**src/core/rim_regs.svh**
```systemverilog
`ifndef RIM_REGS_SVH
`define RIM_REGS_SVH

// Inputs and counters
`define RIM_NBITS    54
`define RIM_CNT_MAX  8'hFF
// Timebase
`define RIM_TB_MIN   16'h039A
`define RIM_TB_DEF   16'h2400
`define RIM_XTAL_HZ  11059200
`define RIM_XTAL_DIV 12
`define RIM_CLK_HZ   20000000
// Serial line
`define RIM_OVS      16
`define RIM_CR       7'h0D
`define RIM_BAUD_0   1200
`define RIM_BAUD_1   2400
`define RIM_BAUD_2   4800
`define RIM_BAUD_3   9600
`define RIM_BAUD_4   14400
`define RIM_BAUD_5   19200
`define RIM_BAUD_6   28800
`define RIM_BAUD_7   57600
// Watchdog timeout in ms
`define RIM_WDOG_MS  1000
// Register byte addresses
`define RIM_A_IN_LO  8'h00
`define RIM_A_IN_HI  8'h04
`define RIM_A_COS_LO 8'h08
`define RIM_A_COS_HI 8'h0C
`define RIM_A_EDG_LO 8'h10
`define RIM_A_EDG_HI 8'h14
`define RIM_A_CNT    8'h18
`define RIM_A_FLAG   8'h1C
`define RIM_A_TB     8'h20
`define RIM_A_ADDR   8'h24
`define RIM_A_BAUD   8'h28
`define RIM_A_DATA   8'h2C
`define RIM_A_STAT   8'h30
`define RIM_A_ISTAT  8'h34
`define RIM_A_IMASK  8'h38
`define RIM_A_KICK   8'h3C
`define RIM_A_HLO    8'h40
`define RIM_A_HHI    8'h44
// Field positions
`define RIM_CNT_CLR1 8
`define RIM_CNT_CLRA 9

`endif

```
**src/core/rim_pkg.sv**
```systemverilog
`default_nettype none
`include "rim_regs.svh"
package rim_pkg;
  typedef logic [`RIM_NBITS-1:0] rim_bits_t;
  typedef enum logic [1:0] {
    RIM_RX_IDLE  = 2'h0,
    RIM_RX_START = 2'h1,
    RIM_RX_DATA  = 2'h3,
    RIM_RX_STOP  = 2'h2
  } rim_rx_t;
endpackage
`default_nettype wire

```
**src/core/rim_uart.sv**
```systemverilog
`timescale 1ns/100ps
`default_nettype none
`include "rim_regs.svh"
module rim_uart (
  // Clock and reset
  input  wire logic       hclk,
  input  wire logic       hresetn,
  // Oversample enable
  input  wire logic       ovs_en,
  // Line
  input  wire logic       rx_pin,
  output logic            tx_pin,
  output logic            tx_de,
  // Transmit side
  input  wire logic       tx_valid,
  input  wire logic [6:0] tx_char,
  output logic            tx_ready,
  // Receive side
  output logic            rx_valid,
  output logic [6:0]      rx_char,
  output logic            rx_perr
);
  import rim_pkg::*;

  logic [2:0] sy, next_sy;
  logic       lvl, next_lvl;
  rim_rx_t    st, next_st;
  logic [3:0] ph, next_ph;
  logic [3:0] bn, next_bn;
  logic [7:0] sh, next_sh;
  logic       next_rx_valid, next_rx_perr;
  logic [6:0] next_rx_char;
  logic [9:0] tsh, next_tsh;
  logic [3:0] tbits, next_tbits;
  logic [3:0] tph, next_tph;

  // Half duplex: no transmit start while a character is arriving
  assign tx_ready = (tbits == 4'h0) && (st == RIM_RX_IDLE); // RQ10
  assign tx_de    = tbits != 4'h0; // RQ10
  assign tx_pin   = tsh[0];

  always_comb begin
    next_sy = {sy[1:0], rx_pin};
    next_lvl = (sy[2] == sy[1]) ? sy[2] : lvl;
    next_st = st;
    next_ph = ph;
    next_bn = bn;
    next_sh = sh;
    next_rx_valid = 1'b0;
    next_rx_char = rx_char;
    next_rx_perr = rx_perr;
    if (ovs_en) begin
      next_ph = ph + 4'h1;
      case (st)
        RIM_RX_IDLE: begin
          next_ph = 4'h0;
          if (!lvl && tbits == 4'h0)
            next_st = RIM_RX_START;
        end
        RIM_RX_START: if (ph == 4'h7) begin
          next_ph = 4'h0;
          next_bn = 4'h0;
          next_st = lvl ? RIM_RX_IDLE : RIM_RX_DATA;
        end
        RIM_RX_DATA: if (ph == 4'hF) begin
          next_sh = {lvl, sh[7:1]};
          next_bn = bn + 4'h1;
          if (bn == 4'h7)
            next_st = RIM_RX_STOP;
        end
        RIM_RX_STOP: if (ph == 4'hF) begin
          // Seven data bits, even parity, one stop bit
          next_rx_valid = 1'b1; // RQ14
          next_rx_char = sh[6:0];
          next_rx_perr = (^sh) | ~lvl; // RQ14
          next_st = RIM_RX_IDLE;
        end
        default: next_st = RIM_RX_IDLE;
      endcase
    end
    next_tsh = tsh;
    next_tbits = tbits;
    next_tph = tph;
    if (tx_valid && tx_ready) begin
      next_tsh = {1'b1, ^tx_char, tx_char, 1'b0}; // RQ14
      next_tbits = 4'hA;
      next_tph = 4'h0;
    end else if (ovs_en && tbits != 4'h0) begin
      next_tph = tph + 4'h1;
      if (tph == 4'hF) begin
        next_tsh = {1'b1, tsh[9:1]};
        next_tbits = tbits - 4'h1;
      end
    end
  end

  always_ff @(posedge hclk or negedge hresetn) begin
    if (!hresetn) begin
      sy <= 3'h7;
      lvl <= 1'b1;
      st <= RIM_RX_IDLE;
      ph <= 4'h0;
      bn <= 4'h0;
      sh <= 8'h00;
      rx_valid <= 1'b0;
      rx_char <= 7'h00;
      rx_perr <= 1'b0;
      tsh <= 10'h3FF;
      tbits <= 4'h0;
      tph <= 4'h0;
    end else begin
      sy <= next_sy;
      lvl <= next_lvl;
      st <= next_st;
      ph <= next_ph;
      bn <= next_bn;
      sh <= next_sh;
      rx_valid <= next_rx_valid;
      rx_char <= next_rx_char;
      rx_perr <= next_rx_perr;
      tsh <= next_tsh;
      tbits <= next_tbits;
      tph <= next_tph;
    end
  end
endmodule // rim_uart
`default_nettype wire

```
**src/core/rim_core.sv**
```systemverilog
`timescale 1ns/100ps
`default_nettype none
`include "rim_regs.svh"
// Function
// RQ1: 54 input levels readable as single bits or 8-bit bytes.
// RQ2: Per-input counter bumps on selected active edge, at most 255.
// RQ3: Any counter can be read back and reset by command.
// RQ4: Level change on an enabled input sets the change flag.
// RQ5: Change detection enabled per input bit by a mask.
// RQ6: Unit address 00..FF kept in storage, loaded at power-on.
// RQ7: Eight baud rates 1200..57600, kept in storage, applied at power-on.
// RQ8: One programmable timebase drives sampling, 14 Hz to 1 kHz.
// RQ9: Watchdog resets the unit when it is no longer serviced.
// RQ10: Shared half-duplex line; unit replies only after a command.
// RQ11: Host addresses up to 31 units on one multidrop pair.
// RQ12: ASCII commands in, one ASCII response per command out.
// RQ13: Input data stored locally for later retrieval by the host.
// RQ14: Characters are 7 data bits, even parity, one stop bit.
// RQ15: Address 00 means non-addressed mode, else addressed mode.
// RQ16: Reading the change flag reports it and then clears it.
// RQ17: Tick = 11059200/12/timebase; below 039A falls back to 2400.
// RQ18: Edges from successive samples; counters saturate at 255.
module rim_core #(
  parameter int unsigned WDOG_CYCLES = `RIM_WDOG_MS * (`RIM_CLK_HZ / 1000),
  parameter int unsigned HIST_DEPTH  = 8
) (
  // Clock and reset
  input  wire logic               hclk,
  input  wire logic               hresetn,
  // AHB-Lite slave
  input  wire logic               hsel,
  input  wire logic [31:0]        haddr,
  input  wire logic [1:0]         htrans,
  input  wire logic               hwrite,
  input  wire logic [2:0]         hsize,
  input  wire logic [31:0]        hwdata,
  input  wire logic               hready,
  output logic                    hreadyout,
  output logic                    hresp,
  output logic [31:0]             hrdata,
  // Digital inputs
  input  wire rim_pkg::rim_bits_t din,
  // Serial line
  input  wire logic               line_rx,
  output logic                    line_tx,
  output logic                    line_de,
  // Non-volatile storage
  input  wire logic [7:0]         nv_addr,
  input  wire logic [2:0]         nv_baud,
  input  wire logic [15:0]        nv_tbase,
  output logic                    nv_we,
  output logic [7:0]              stored_addr,
  output logic [2:0]              stored_baud,
  output logic [15:0]             stored_tbase,
  // Interrupt and watchdog
  output logic                    irq,
  output logic                    wdog_reset
);
  import rim_pkg::*;

  localparam int HW = $clog2(HIST_DEPTH);
  localparam logic [24:0] CLK_MOD = 25'(`RIM_CLK_HZ);
  localparam logic [24:0] REF_INC = 25'(`RIM_XTAL_HZ / `RIM_XTAL_DIV);
  localparam logic [31:0] WD_LAST = 32'(WDOG_CYCLES - 1);

  // Bus, config and flag state
  logic [7:0]  wa, next_wa;
  logic        we, next_we, next_nv_we, loaded;
  logic [31:0] next_hrdata;
  rim_bits_t   cos_en, next_cos_en, edge_sel, next_edge_sel;
  logic [5:0]  cnt_sel, next_cnt_sel;
  logic [2:0]  stat, next_stat, mask, next_mask;
  logic        flag, next_flag, rx_full, next_rx_full;
  logic        reply_ok, next_reply_ok;
  logic [6:0]  rx_buf, next_rx_buf;
  logic [7:0]  next_addr;
  logic [2:0]  next_baud;
  logic [15:0] next_tbase, tb_eff;
  logic        ap, rd_ap, wr_data, clr_one, clr_all, kick, flag_set;
  logic        tx_valid, tx_ready, rx_valid, rx_perr;
  logic [6:0]  rx_char;
  // Input sampling
  rim_bits_t   s1, s2, s3, filt, cur, chg, act;
  rim_bits_t   next_s3, next_filt, next_cur;
  logic        primed, next_primed;
  logic [7:0]  cnt [`RIM_NBITS];
  // Timebase, baud and watchdog
  logic [24:0] tb_acc, next_tb_acc, bd_acc, next_bd_acc, bd_inc;
  logic [24:0] tb_sum, bd_sum;
  logic [15:0] tb_cnt, next_tb_cnt;
  logic        tick, next_tick, baud_en, next_baud_en, next_wdog;
  logic [31:0] wd, next_wd;
  // History
  rim_bits_t   hist [HIST_DEPTH];
  logic [HW-1:0] wp, next_wp, rp, next_rp;
  logic [HW:0] hcnt, next_hcnt;
  logic        h_push, h_pop;

  assign hreadyout = 1'b1;
  assign hresp     = 1'b0;
  assign ap        = hsel & htrans[1] & hready;
  assign rd_ap     = ap & ~hwrite;
  assign wr_data   = we && wa == `RIM_A_DATA;
  assign tx_valid  = wr_data && reply_ok; // RQ10
  assign clr_one   = we && wa == `RIM_A_CNT && hwdata[`RIM_CNT_CLR1];
  assign clr_all   = we && wa == `RIM_A_CNT && hwdata[`RIM_CNT_CLRA];
  assign kick      = we && wa == `RIM_A_KICK;
  assign tb_eff    = (stored_tbase < `RIM_TB_MIN) ? `RIM_TB_DEF
                                                  : stored_tbase; // RQ17
  assign chg       = (filt ^ cur) & {`RIM_NBITS{tick & primed}}; // RQ18
  assign act       = chg & ~(filt ^ edge_sel); // RQ2
  assign flag_set  = |(chg & cos_en); // RQ4 RQ5
  assign h_push    = (|chg) && hcnt != (HW + 1)'(HIST_DEPTH); // RQ13
  assign h_pop     = rd_ap && haddr[7:0] == `RIM_A_HHI && hcnt != '0;
  assign irq       = |(stat & mask);

  rim_uart u_uart (
    .hclk     (hclk),
    .hresetn  (hresetn),
    .ovs_en   (baud_en),
    .rx_pin   (line_rx),
    .tx_pin   (line_tx),
    .tx_de    (line_de),
    .tx_valid (tx_valid),
    .tx_char  (hwdata[6:0]),
    .tx_ready (tx_ready),
    .rx_valid (rx_valid),
    .rx_char  (rx_char),
    .rx_perr  (rx_perr)
  );

  // Read data is registered in the address phase, so reads add no wait
  always_comb begin
    next_hrdata = hrdata;
    if (rd_ap) begin
      case (haddr[7:0])
        `RIM_A_IN_LO:  next_hrdata = cur[31:0]; // RQ1
        `RIM_A_IN_HI:  next_hrdata = {10'h000, cur[53:32]}; // RQ1
        `RIM_A_COS_LO: next_hrdata = cos_en[31:0];
        `RIM_A_COS_HI: next_hrdata = {10'h000, cos_en[53:32]};
        `RIM_A_EDG_LO: next_hrdata = edge_sel[31:0];
        `RIM_A_EDG_HI: next_hrdata = {10'h000, edge_sel[53:32]};
        `RIM_A_CNT:    next_hrdata = (cnt_sel < 6'(`RIM_NBITS)) ?
          {15'h0000, cur[cnt_sel], 2'h0, cnt_sel, cnt[cnt_sel]} // RQ1 RQ3
          : {18'h00000, cnt_sel, 8'h00};
        `RIM_A_FLAG:   next_hrdata = {31'h00000000, flag}; // RQ16
        `RIM_A_TB:     next_hrdata = {16'h0000, stored_tbase};
        `RIM_A_ADDR:   next_hrdata = {24'h000000, stored_addr};
        `RIM_A_BAUD:   next_hrdata = {29'h00000000, stored_baud};
        `RIM_A_DATA:   next_hrdata = {25'h0000000, rx_buf}; // RQ12
        `RIM_A_STAT:   next_hrdata = {28'h0000000, stored_addr != 8'h00,
                                      reply_ok, ~tx_ready, rx_full}; // RQ15
        `RIM_A_ISTAT:  next_hrdata = {29'h00000000, stat};
        `RIM_A_IMASK:  next_hrdata = {29'h00000000, mask};
        `RIM_A_HLO:    next_hrdata = hist[rp][31:0];
        `RIM_A_HHI:    next_hrdata = {hcnt != '0, 9'h000, hist[rp][53:32]};
        default:       next_hrdata = 32'h00000000;
      endcase
    end
  end

  always_comb begin
    next_wa = ap ? haddr[7:0] : wa;
    next_we = ap & hwrite;
    next_nv_we = 1'b0;
    next_cos_en = cos_en;
    next_edge_sel = edge_sel;
    next_cnt_sel = cnt_sel;
    next_addr = stored_addr;
    next_baud = stored_baud;
    next_tbase = stored_tbase;
    next_mask = mask;
    if (!loaded) begin
      next_addr = nv_addr; // RQ6
      next_baud = nv_baud; // RQ7
      next_tbase = nv_tbase; // RQ8
    end else if (we) begin
      case (wa)
        `RIM_A_COS_LO: next_cos_en[31:0] = hwdata; // RQ5
        `RIM_A_COS_HI: next_cos_en[53:32] = hwdata[21:0]; // RQ5
        `RIM_A_EDG_LO: next_edge_sel[31:0] = hwdata;
        `RIM_A_EDG_HI: next_edge_sel[53:32] = hwdata[21:0];
        `RIM_A_CNT:    next_cnt_sel = hwdata[5:0];
        `RIM_A_IMASK:  next_mask = hwdata[2:0];
        `RIM_A_ADDR: begin
          next_addr = hwdata[7:0]; // RQ6
          next_nv_we = 1'b1;
        end
        `RIM_A_BAUD: begin
          next_baud = hwdata[2:0]; // RQ7
          next_nv_we = 1'b1;
        end
        `RIM_A_TB: begin
          next_tbase = hwdata[15:0]; // RQ8
          next_nv_we = 1'b1;
        end
        default: next_mask = mask;
      endcase
    end
  end

  // Flags: a set in the clearing cycle wins
  always_comb begin
    next_flag = flag_set |
      (flag & ~(rd_ap && haddr[7:0] == `RIM_A_FLAG)); // RQ16
    next_rx_full = rx_valid |
      (rx_full & ~(rd_ap && haddr[7:0] == `RIM_A_DATA));
    next_rx_buf = rx_valid ? rx_char : rx_buf;
    next_stat = {rx_valid & rx_perr, rx_valid, flag_set} |
      (stat & ~((we && wa == `RIM_A_ISTAT) ? hwdata[2:0] : 3'h0));
    next_reply_ok = reply_ok;
    if (tx_valid && tx_ready && hwdata[6:0] == `RIM_CR)
      next_reply_ok = 1'b0; // RQ10 RQ12
    if (rx_valid && !rx_perr && rx_char == `RIM_CR)
      next_reply_ok = 1'b1; // RQ10 RQ12
  end

  always_ff @(posedge hclk or negedge hresetn) begin
    if (!hresetn) begin
      wa <= 8'h00;
      we <= 1'b0;
      hrdata <= 32'h00000000;
      nv_we <= 1'b0;
      loaded <= 1'b0;
      cos_en <= '0;
      edge_sel <= '1;
      cnt_sel <= 6'h00;
      stored_addr <= 8'h00;
      stored_baud <= 3'h3;
      stored_tbase <= `RIM_TB_DEF;
      mask <= 3'h0;
      flag <= 1'b0;
      rx_full <= 1'b0;
      rx_buf <= 7'h00;
      stat <= 3'h0;
      reply_ok <= 1'b0;
    end else begin
      wa <= next_wa;
      we <= next_we;
      hrdata <= next_hrdata;
      nv_we <= next_nv_we;
      loaded <= 1'b1;
      cos_en <= next_cos_en;
      edge_sel <= next_edge_sel;
      cnt_sel <= next_cnt_sel;
      stored_addr <= next_addr;
      stored_baud <= next_baud;
      stored_tbase <= next_tbase;
      mask <= next_mask;
      flag <= next_flag;
      rx_full <= next_rx_full;
      rx_buf <= next_rx_buf;
      stat <= next_stat;
      reply_ok <= next_reply_ok;
    end
  end

  // Inputs: change accepted when second and third stage agree
  always_comb begin
    next_s3 = s2;
    next_filt = (~(s2 ^ s3) & s3) | ((s2 ^ s3) & filt);
    next_cur = tick ? filt : cur; // RQ8 RQ18
    next_primed = primed | tick;
  end

  always_ff @(posedge hclk or negedge hresetn) begin
    if (!hresetn) begin
      s1 <= '0;
      s2 <= '0;
      s3 <= '0;
      filt <= '0;
      cur <= '0;
      primed <= 1'b0;
    end else begin
      s1 <= din;
      s2 <= s1;
      s3 <= next_s3;
      filt <= next_filt;
      cur <= next_cur;
      primed <= next_primed;
    end
  end

  genvar g;
  generate
    for (g = 0; g < `RIM_NBITS; g++) begin : g_cnt
      logic [7:0] next_c;
      always_comb begin
        next_c = cnt[g];
        if (clr_all || (clr_one && hwdata[5:0] == 6'(g)))
          next_c = 8'h00; // RQ3
        else if (act[g] && cnt[g] != `RIM_CNT_MAX)
          next_c = cnt[g] + 8'h01; // RQ2 RQ18
      end
      always_ff @(posedge hclk or negedge hresetn) begin
        if (!hresetn)
          cnt[g] <= 8'h00;
        else
          cnt[g] <= next_c;
      end
    end
  endgenerate

  // Timebase, baud enable and watchdog
  always_comb begin
    case (stored_baud)
      3'h0: bd_inc = 25'(`RIM_BAUD_0 * `RIM_OVS);
      3'h1: bd_inc = 25'(`RIM_BAUD_1 * `RIM_OVS);
      3'h2: bd_inc = 25'(`RIM_BAUD_2 * `RIM_OVS);
      3'h3: bd_inc = 25'(`RIM_BAUD_3 * `RIM_OVS);
      3'h4: bd_inc = 25'(`RIM_BAUD_4 * `RIM_OVS);
      3'h5: bd_inc = 25'(`RIM_BAUD_5 * `RIM_OVS);
      3'h6: bd_inc = 25'(`RIM_BAUD_6 * `RIM_OVS);
      default: bd_inc = 25'(`RIM_BAUD_7 * `RIM_OVS); // RQ7
    endcase
    tb_sum = tb_acc + REF_INC;
    bd_sum = bd_acc + bd_inc;
    next_tb_acc = (tb_sum >= CLK_MOD) ? tb_sum - CLK_MOD : tb_sum;
    next_bd_acc = (bd_sum >= CLK_MOD) ? bd_sum - CLK_MOD : bd_sum;
    next_baud_en = bd_sum >= CLK_MOD;
    next_tb_cnt = tb_cnt;
    next_tick = 1'b0;
    if (tb_sum >= CLK_MOD) begin
      next_tb_cnt = tb_cnt + 16'h0001;
      if (tb_cnt >= tb_eff - 16'h0001) begin
        next_tb_cnt = 16'h0000;
        next_tick = 1'b1; // RQ8 RQ17
      end
    end
    next_wdog = !kick && wd == WD_LAST; // RQ9
    next_wd = (kick || wd == WD_LAST) ? 32'h00000000 : wd + 32'h00000001;
    next_wp = h_push ? wp + HW'(1) : wp;
    next_rp = h_pop ? rp + HW'(1) : rp;
    next_hcnt = hcnt + (HW + 1)'(h_push) - (HW + 1)'(h_pop);
  end

  always_ff @(posedge hclk or negedge hresetn) begin
    if (!hresetn) begin
      tb_acc <= '0;
      bd_acc <= '0;
      tb_cnt <= 16'h0000;
      tick <= 1'b0;
      baud_en <= 1'b0;
      wd <= 32'h00000000;
      wdog_reset <= 1'b0;
      wp <= '0;
      rp <= '0;
      hcnt <= '0;
    end else begin
      tb_acc <= next_tb_acc;
      bd_acc <= next_bd_acc;
      tb_cnt <= next_tb_cnt;
      tick <= next_tick;
      baud_en <= next_baud_en;
      wd <= next_wd;
      wdog_reset <= next_wdog;
      wp <= next_wp;
      rp <= next_rp;
      hcnt <= next_hcnt;
    end
  end

  always_ff @(posedge hclk) begin
    if (h_push)
      hist[wp] <= filt; // RQ13
  end
endmodule // rim_core
`default_nettype wire

```
**config.mk**
```make
export PLATFORM = sky130hd
export DESIGN_NAME = rim_core
export DESIGN_NICKNAME = d
export VERILOG_FILES = /design/src/core/rim_pkg.sv /design/src/core/rim_uart.sv /design/src/core/rim_core.sv
export VERILOG_INCLUDE_DIRS = /design/src /design/src/core
export SDC_FILE = /design/constraint.sdc
export NUM_CORES = 2
export LEC_CHECK = 0
export ABC_AREA = 1
export ABC_CLOCK_PERIOD_IN_PS = 7500
export BUFFER_PORTS_ARGS = -buffer_cell sky130_fd_sc_hd__buf_2
export CORE_UTILIZATION = 38
export CTS_BUF_LIST = sky130_fd_sc_hd__clkbuf_16
export DETAILED_ROUTE_END_ITERATION = 12
export PLACE_DENSITY = 0.63
export SKIP_LAST_GASP = 1
export SYNTH_ARGS = -nofsm -noshare
export SYNTH_HDL_FRONTEND = slang
export SYNTH_SLANG_ARGS = --single-unit
```
**constraint.sdc**
```tcl
create_clock -name hclk -period 7.5 [get_ports hclk]
set_clock_uncertainty 0.2 [all_clocks]
set_input_delay 0 -clock hclk [delete_from_list [all_inputs] [get_ports hclk]]
set_output_delay 0 -clock hclk [all_outputs]
set_load 0.02 [all_outputs]
```
==> summary.md <==
| Metric | Value |
|---|---|
| Row cnt | `160` |
| Total CTS buffers | `155` |
| Largest net degree at the start of global routing | `176` |
| Root Buffer | `clkbuf_16` |
| Status | `complete, no violations` |
| Wire per inst | `21.00 um` |
| NumNets Final | `8999` |
| Pre-CTS setup slack | `2484 ps` |
| Pwr dens | `221.0 nW/um^2` |
| Register area share after synthesis | `53.63%` |
| Post-route ant nets | `0` |
| Worst-path fanout max | `38` |
| Worst VDD drop | `0.0002396 V` |
| First-pass GRT wire length | `360.9 mm` |
| GRT overflow | `0` |
| Via count | `62420` |
| Post-synthesis async set-or-reset flop share | `70.77%` |
| Worst R2R Path Depth | `10` |
| Post-synthesis cell count | `8308` |
| Netlist cell types | `75` |
| Routability cong. | `0.9465` |
| Initial antenna violation count | `7` |
| Post-synthesis register bit count | `1478` |
| CTS tree | `yes` |
| RSZ-0062 raised after global routing | `false` |
| Yosys warns | `0` |
| Post-synth EDFFs | `432` |
| Clk Latency, worst-skew pair | `800 ps` |
| Syn avg cell area | `8.807 um^2` |
| Worst-margin pin slew | `1246 ps` |
| CTS Sinks | `1478` |
| Core ar. | `190800 um^2` |
| Leak | `37.23 nW` |
| Postcts setup bufs | `0` |
| DRC | `0` |
| Critical Path RT | `7750 ps` |
| Setup TNS | `0 ps` |
| Max-cap viol count | `0` |
| Setup ws final | `2305 ps` |
| Final wirelength | `238.8 mm` |
| Die area | `194300 um^2` |
| Final worst path period need | `5195 ps` |
| Num ports | `222` |
| Critical path startpoint category | `flip-flop` |
| Mapped Area | `73170 um^2` |
| Starting Density | `38.35%` |
| Die W | `440.8 um` |
| Worst EP arrival | `5450 ps` |
| Detailed Place HPWL | `163.4 mm` |
| DRT Pass-1 Iters | `7` |
| Rel. slew slack | `16.74%` |
| CP endpoint kind | `flip-flop` |
| Setup CP Type | `reg -> reg` |
| Clk slew on worst S/H paths | `70 ps` |
| Fmax | `0.1925 GHz` |
| Layout cells sized above 1 | `8.819%` |
| Worst hold path depth | `4` |
| Clock Path Buffers | `3` |
| DR iter-0 viols | `6438` |
| Final hold violations | `0` |
| Chip height | `440.8 um` |
| H-tree lvl count | `4` |
| Vias in the first global route | `60160` |
| Hold crit path type | `in -> reg` |
| Vias per cell | `5.488` |
| Post-synth top flop | `dfrtp_1` |
| Area growth syn-to-layout | `15.92%` |
| GRT Overall Usage | `24.22%` |
| Port-buffer cells | `191` |
| Slew Limit Fails | `0` |
| Setup-failing EPs final | `0` |
| Cts repair resizes | `0` |
| Fin crit share | `69.27%` |
==> area by class of cell <==
class	instances	area, um^2
fill	18090	106000
sequential	1478	39250
multi-input combinational	5630	29370
timing repair buffer	570	4572
clock buffer	159	3979
inverter	890	3348
tap	2511	3142
clock inverter	129	1137
antenna	7	17.52
==> worst max-delay path, stage by stage, from the launching register on <==
cell      delay, ps
dfrtp_4         640
nand2_4         310
inv_2           700
nand3_1         290
nand4_1         220
nor4_1          150
nand3_1         100
nand3b_1        220
nand3_1         330
nor2_4         1040
buf_4           530
==> metal layers <==
metal	share of wire [%]	routed length, um	GRT usage [%]	vias to the layer above
li1	-	-	-	28950
met1	42	100200	32.23	30460
met2	46	109400	38.49	2492
met3	7.2	17290	3.892	510
met4	5.0	11990	11.52	2
met5	0.0050	12	0	-
==> placed cells by master, fill, tap and decap left out, drive strengths merged, types with 25 or more instances in the layout <==
| master | n |
|---|---|
| nor3b | 42 |
| nand3 | 525 |
| or2 | 26 |
| o22ai | 83 |
| xnor2 | 84 |
| ha | 116 |
| inv | 935 |
| nor2 | 863 |
| edfxtp | 432 |
| dfstp | 71 |
| xor2 | 175 |
| clkinv | 66 |
| nor3 | 221 |
| nor4 | 47 |
| a221oi | 25 |
| a211oi | 28 |
| o21ai | 861 |
| o221ai | 61 |
| maj3 | 55 |
| clkbuf | 159 |
| a21oi | 501 |
| dlygate4sd3 | 276 |
| dfrtp | 975 |
| nand2 | 1553 |
| o211ai | 102 |
| buf | 294 |
| nand4 | 103 |
| a31oi | 27 |
==> what timing repair did <==
| item | CTS | global route |
|---|---|---|
| hold endpoints to repair | 1029 | 0 |
| endpoints found under the setup margin | 0 | 0 |
| hold buffers | 277 | 0 |
==> path summary, 6_finish.rpt <==
path                             start               to  slack [ps]
setup / recovery                  tick      hist[2][36]        2300
hold / removal             nv_tbase[1]  stored_tbase[1]          80
setup reg to reg                  tick      hist[2][36]        2300
hold reg to reg                 s1[38]      next_s3[38]         150
max in group asynchronous      hresetn       cos_en[25]        5180
min in group asynchronous      hresetn     edge_sel[19]         320
==> state kept, by name, summed over array words and instances (netlist names), 32 cells and up, named ones only <==
register / cells
cos_en: 54
cur: 54
next_s3: 54
s3: 54
edge_sel: 54
hist: 432
hrdata: 32
wd: 32
s1: 54
cnt: 432
==> kinds of logic after synthesis <==
| kind of cell | Yosys count | share of synthesized area [%] |
|---|---|---|
| AO/OA/AOI/OAI | 1779 | 13.73 |
| flip-flops | 1478 | 53.63 |
| adder cells (fa/ha/maj) | 173 | 2.791 |
| XOR/XNOR | 259 | 3.157 |
| multiplexers | 4 | 0.06156 |
| AND/OR/NAND/NOR | 3412 | 20.23 |
| other | 2 | 0.01026 |
| buffers and inverters | 1201 | 6.394 |
==> Yosys cell counts (all sizes together), types with 26 or more instances <==
master  number  area (um^2)
nand2     1553         5969
dfrtp      975        24400
inv        882         3311
nor2       863         3294
o21ai      861         4350
nand3      525         2705
a21oi      501         2507
edfxtp     432        12970
clkbuf     240        900.9
nor3       221         1154
xor2       175         1574
ha         116         1451
nand4      103        659.4
o211ai     102        765.7
xnor2       84        735.7
o22ai       83        519.3
buf         71        436.7
dfstp       71         1866
o221ai      61        534.3
maj3        55        550.5
nor4        47        300.3
nor3b       42        335.3
a211oi      28        215.2
a31oi       27        175.2
or2         26        162.6
==> power by group <==
group / switching, mW / internal, mW / total, mW
Sequential: 0.248 / 8.55 / 8.80
Clock: 3.42 / 4.46 / 7.88
Combinational: 1.35 / 0.713 / 2.07
Total: 5.02 / 13.7 / 18.7
==> per-stage QoR <==
stage / power [mW] / utilization [%] / hold WS, ps / std cells / instance area [um^2]
after detailed placement: 10.86 / 40.30 / -90.60 / 10800 / 76890
after floorplan: 10.14 / - / -495.6 / 8309 / 73170
after CTS: 18.81 / 44.45 / 1.664 / 11370 / 84800
final: 18.74 / 44.46 / 75.97 / 11370 / 84820
after global placement: 10.80 / 40.30 / -92.90 / 10800 / 76890
after global routing: 19.43 / 44.45 / 25.34 / 11370 / 84810
(Power assumes the default switching activity.)
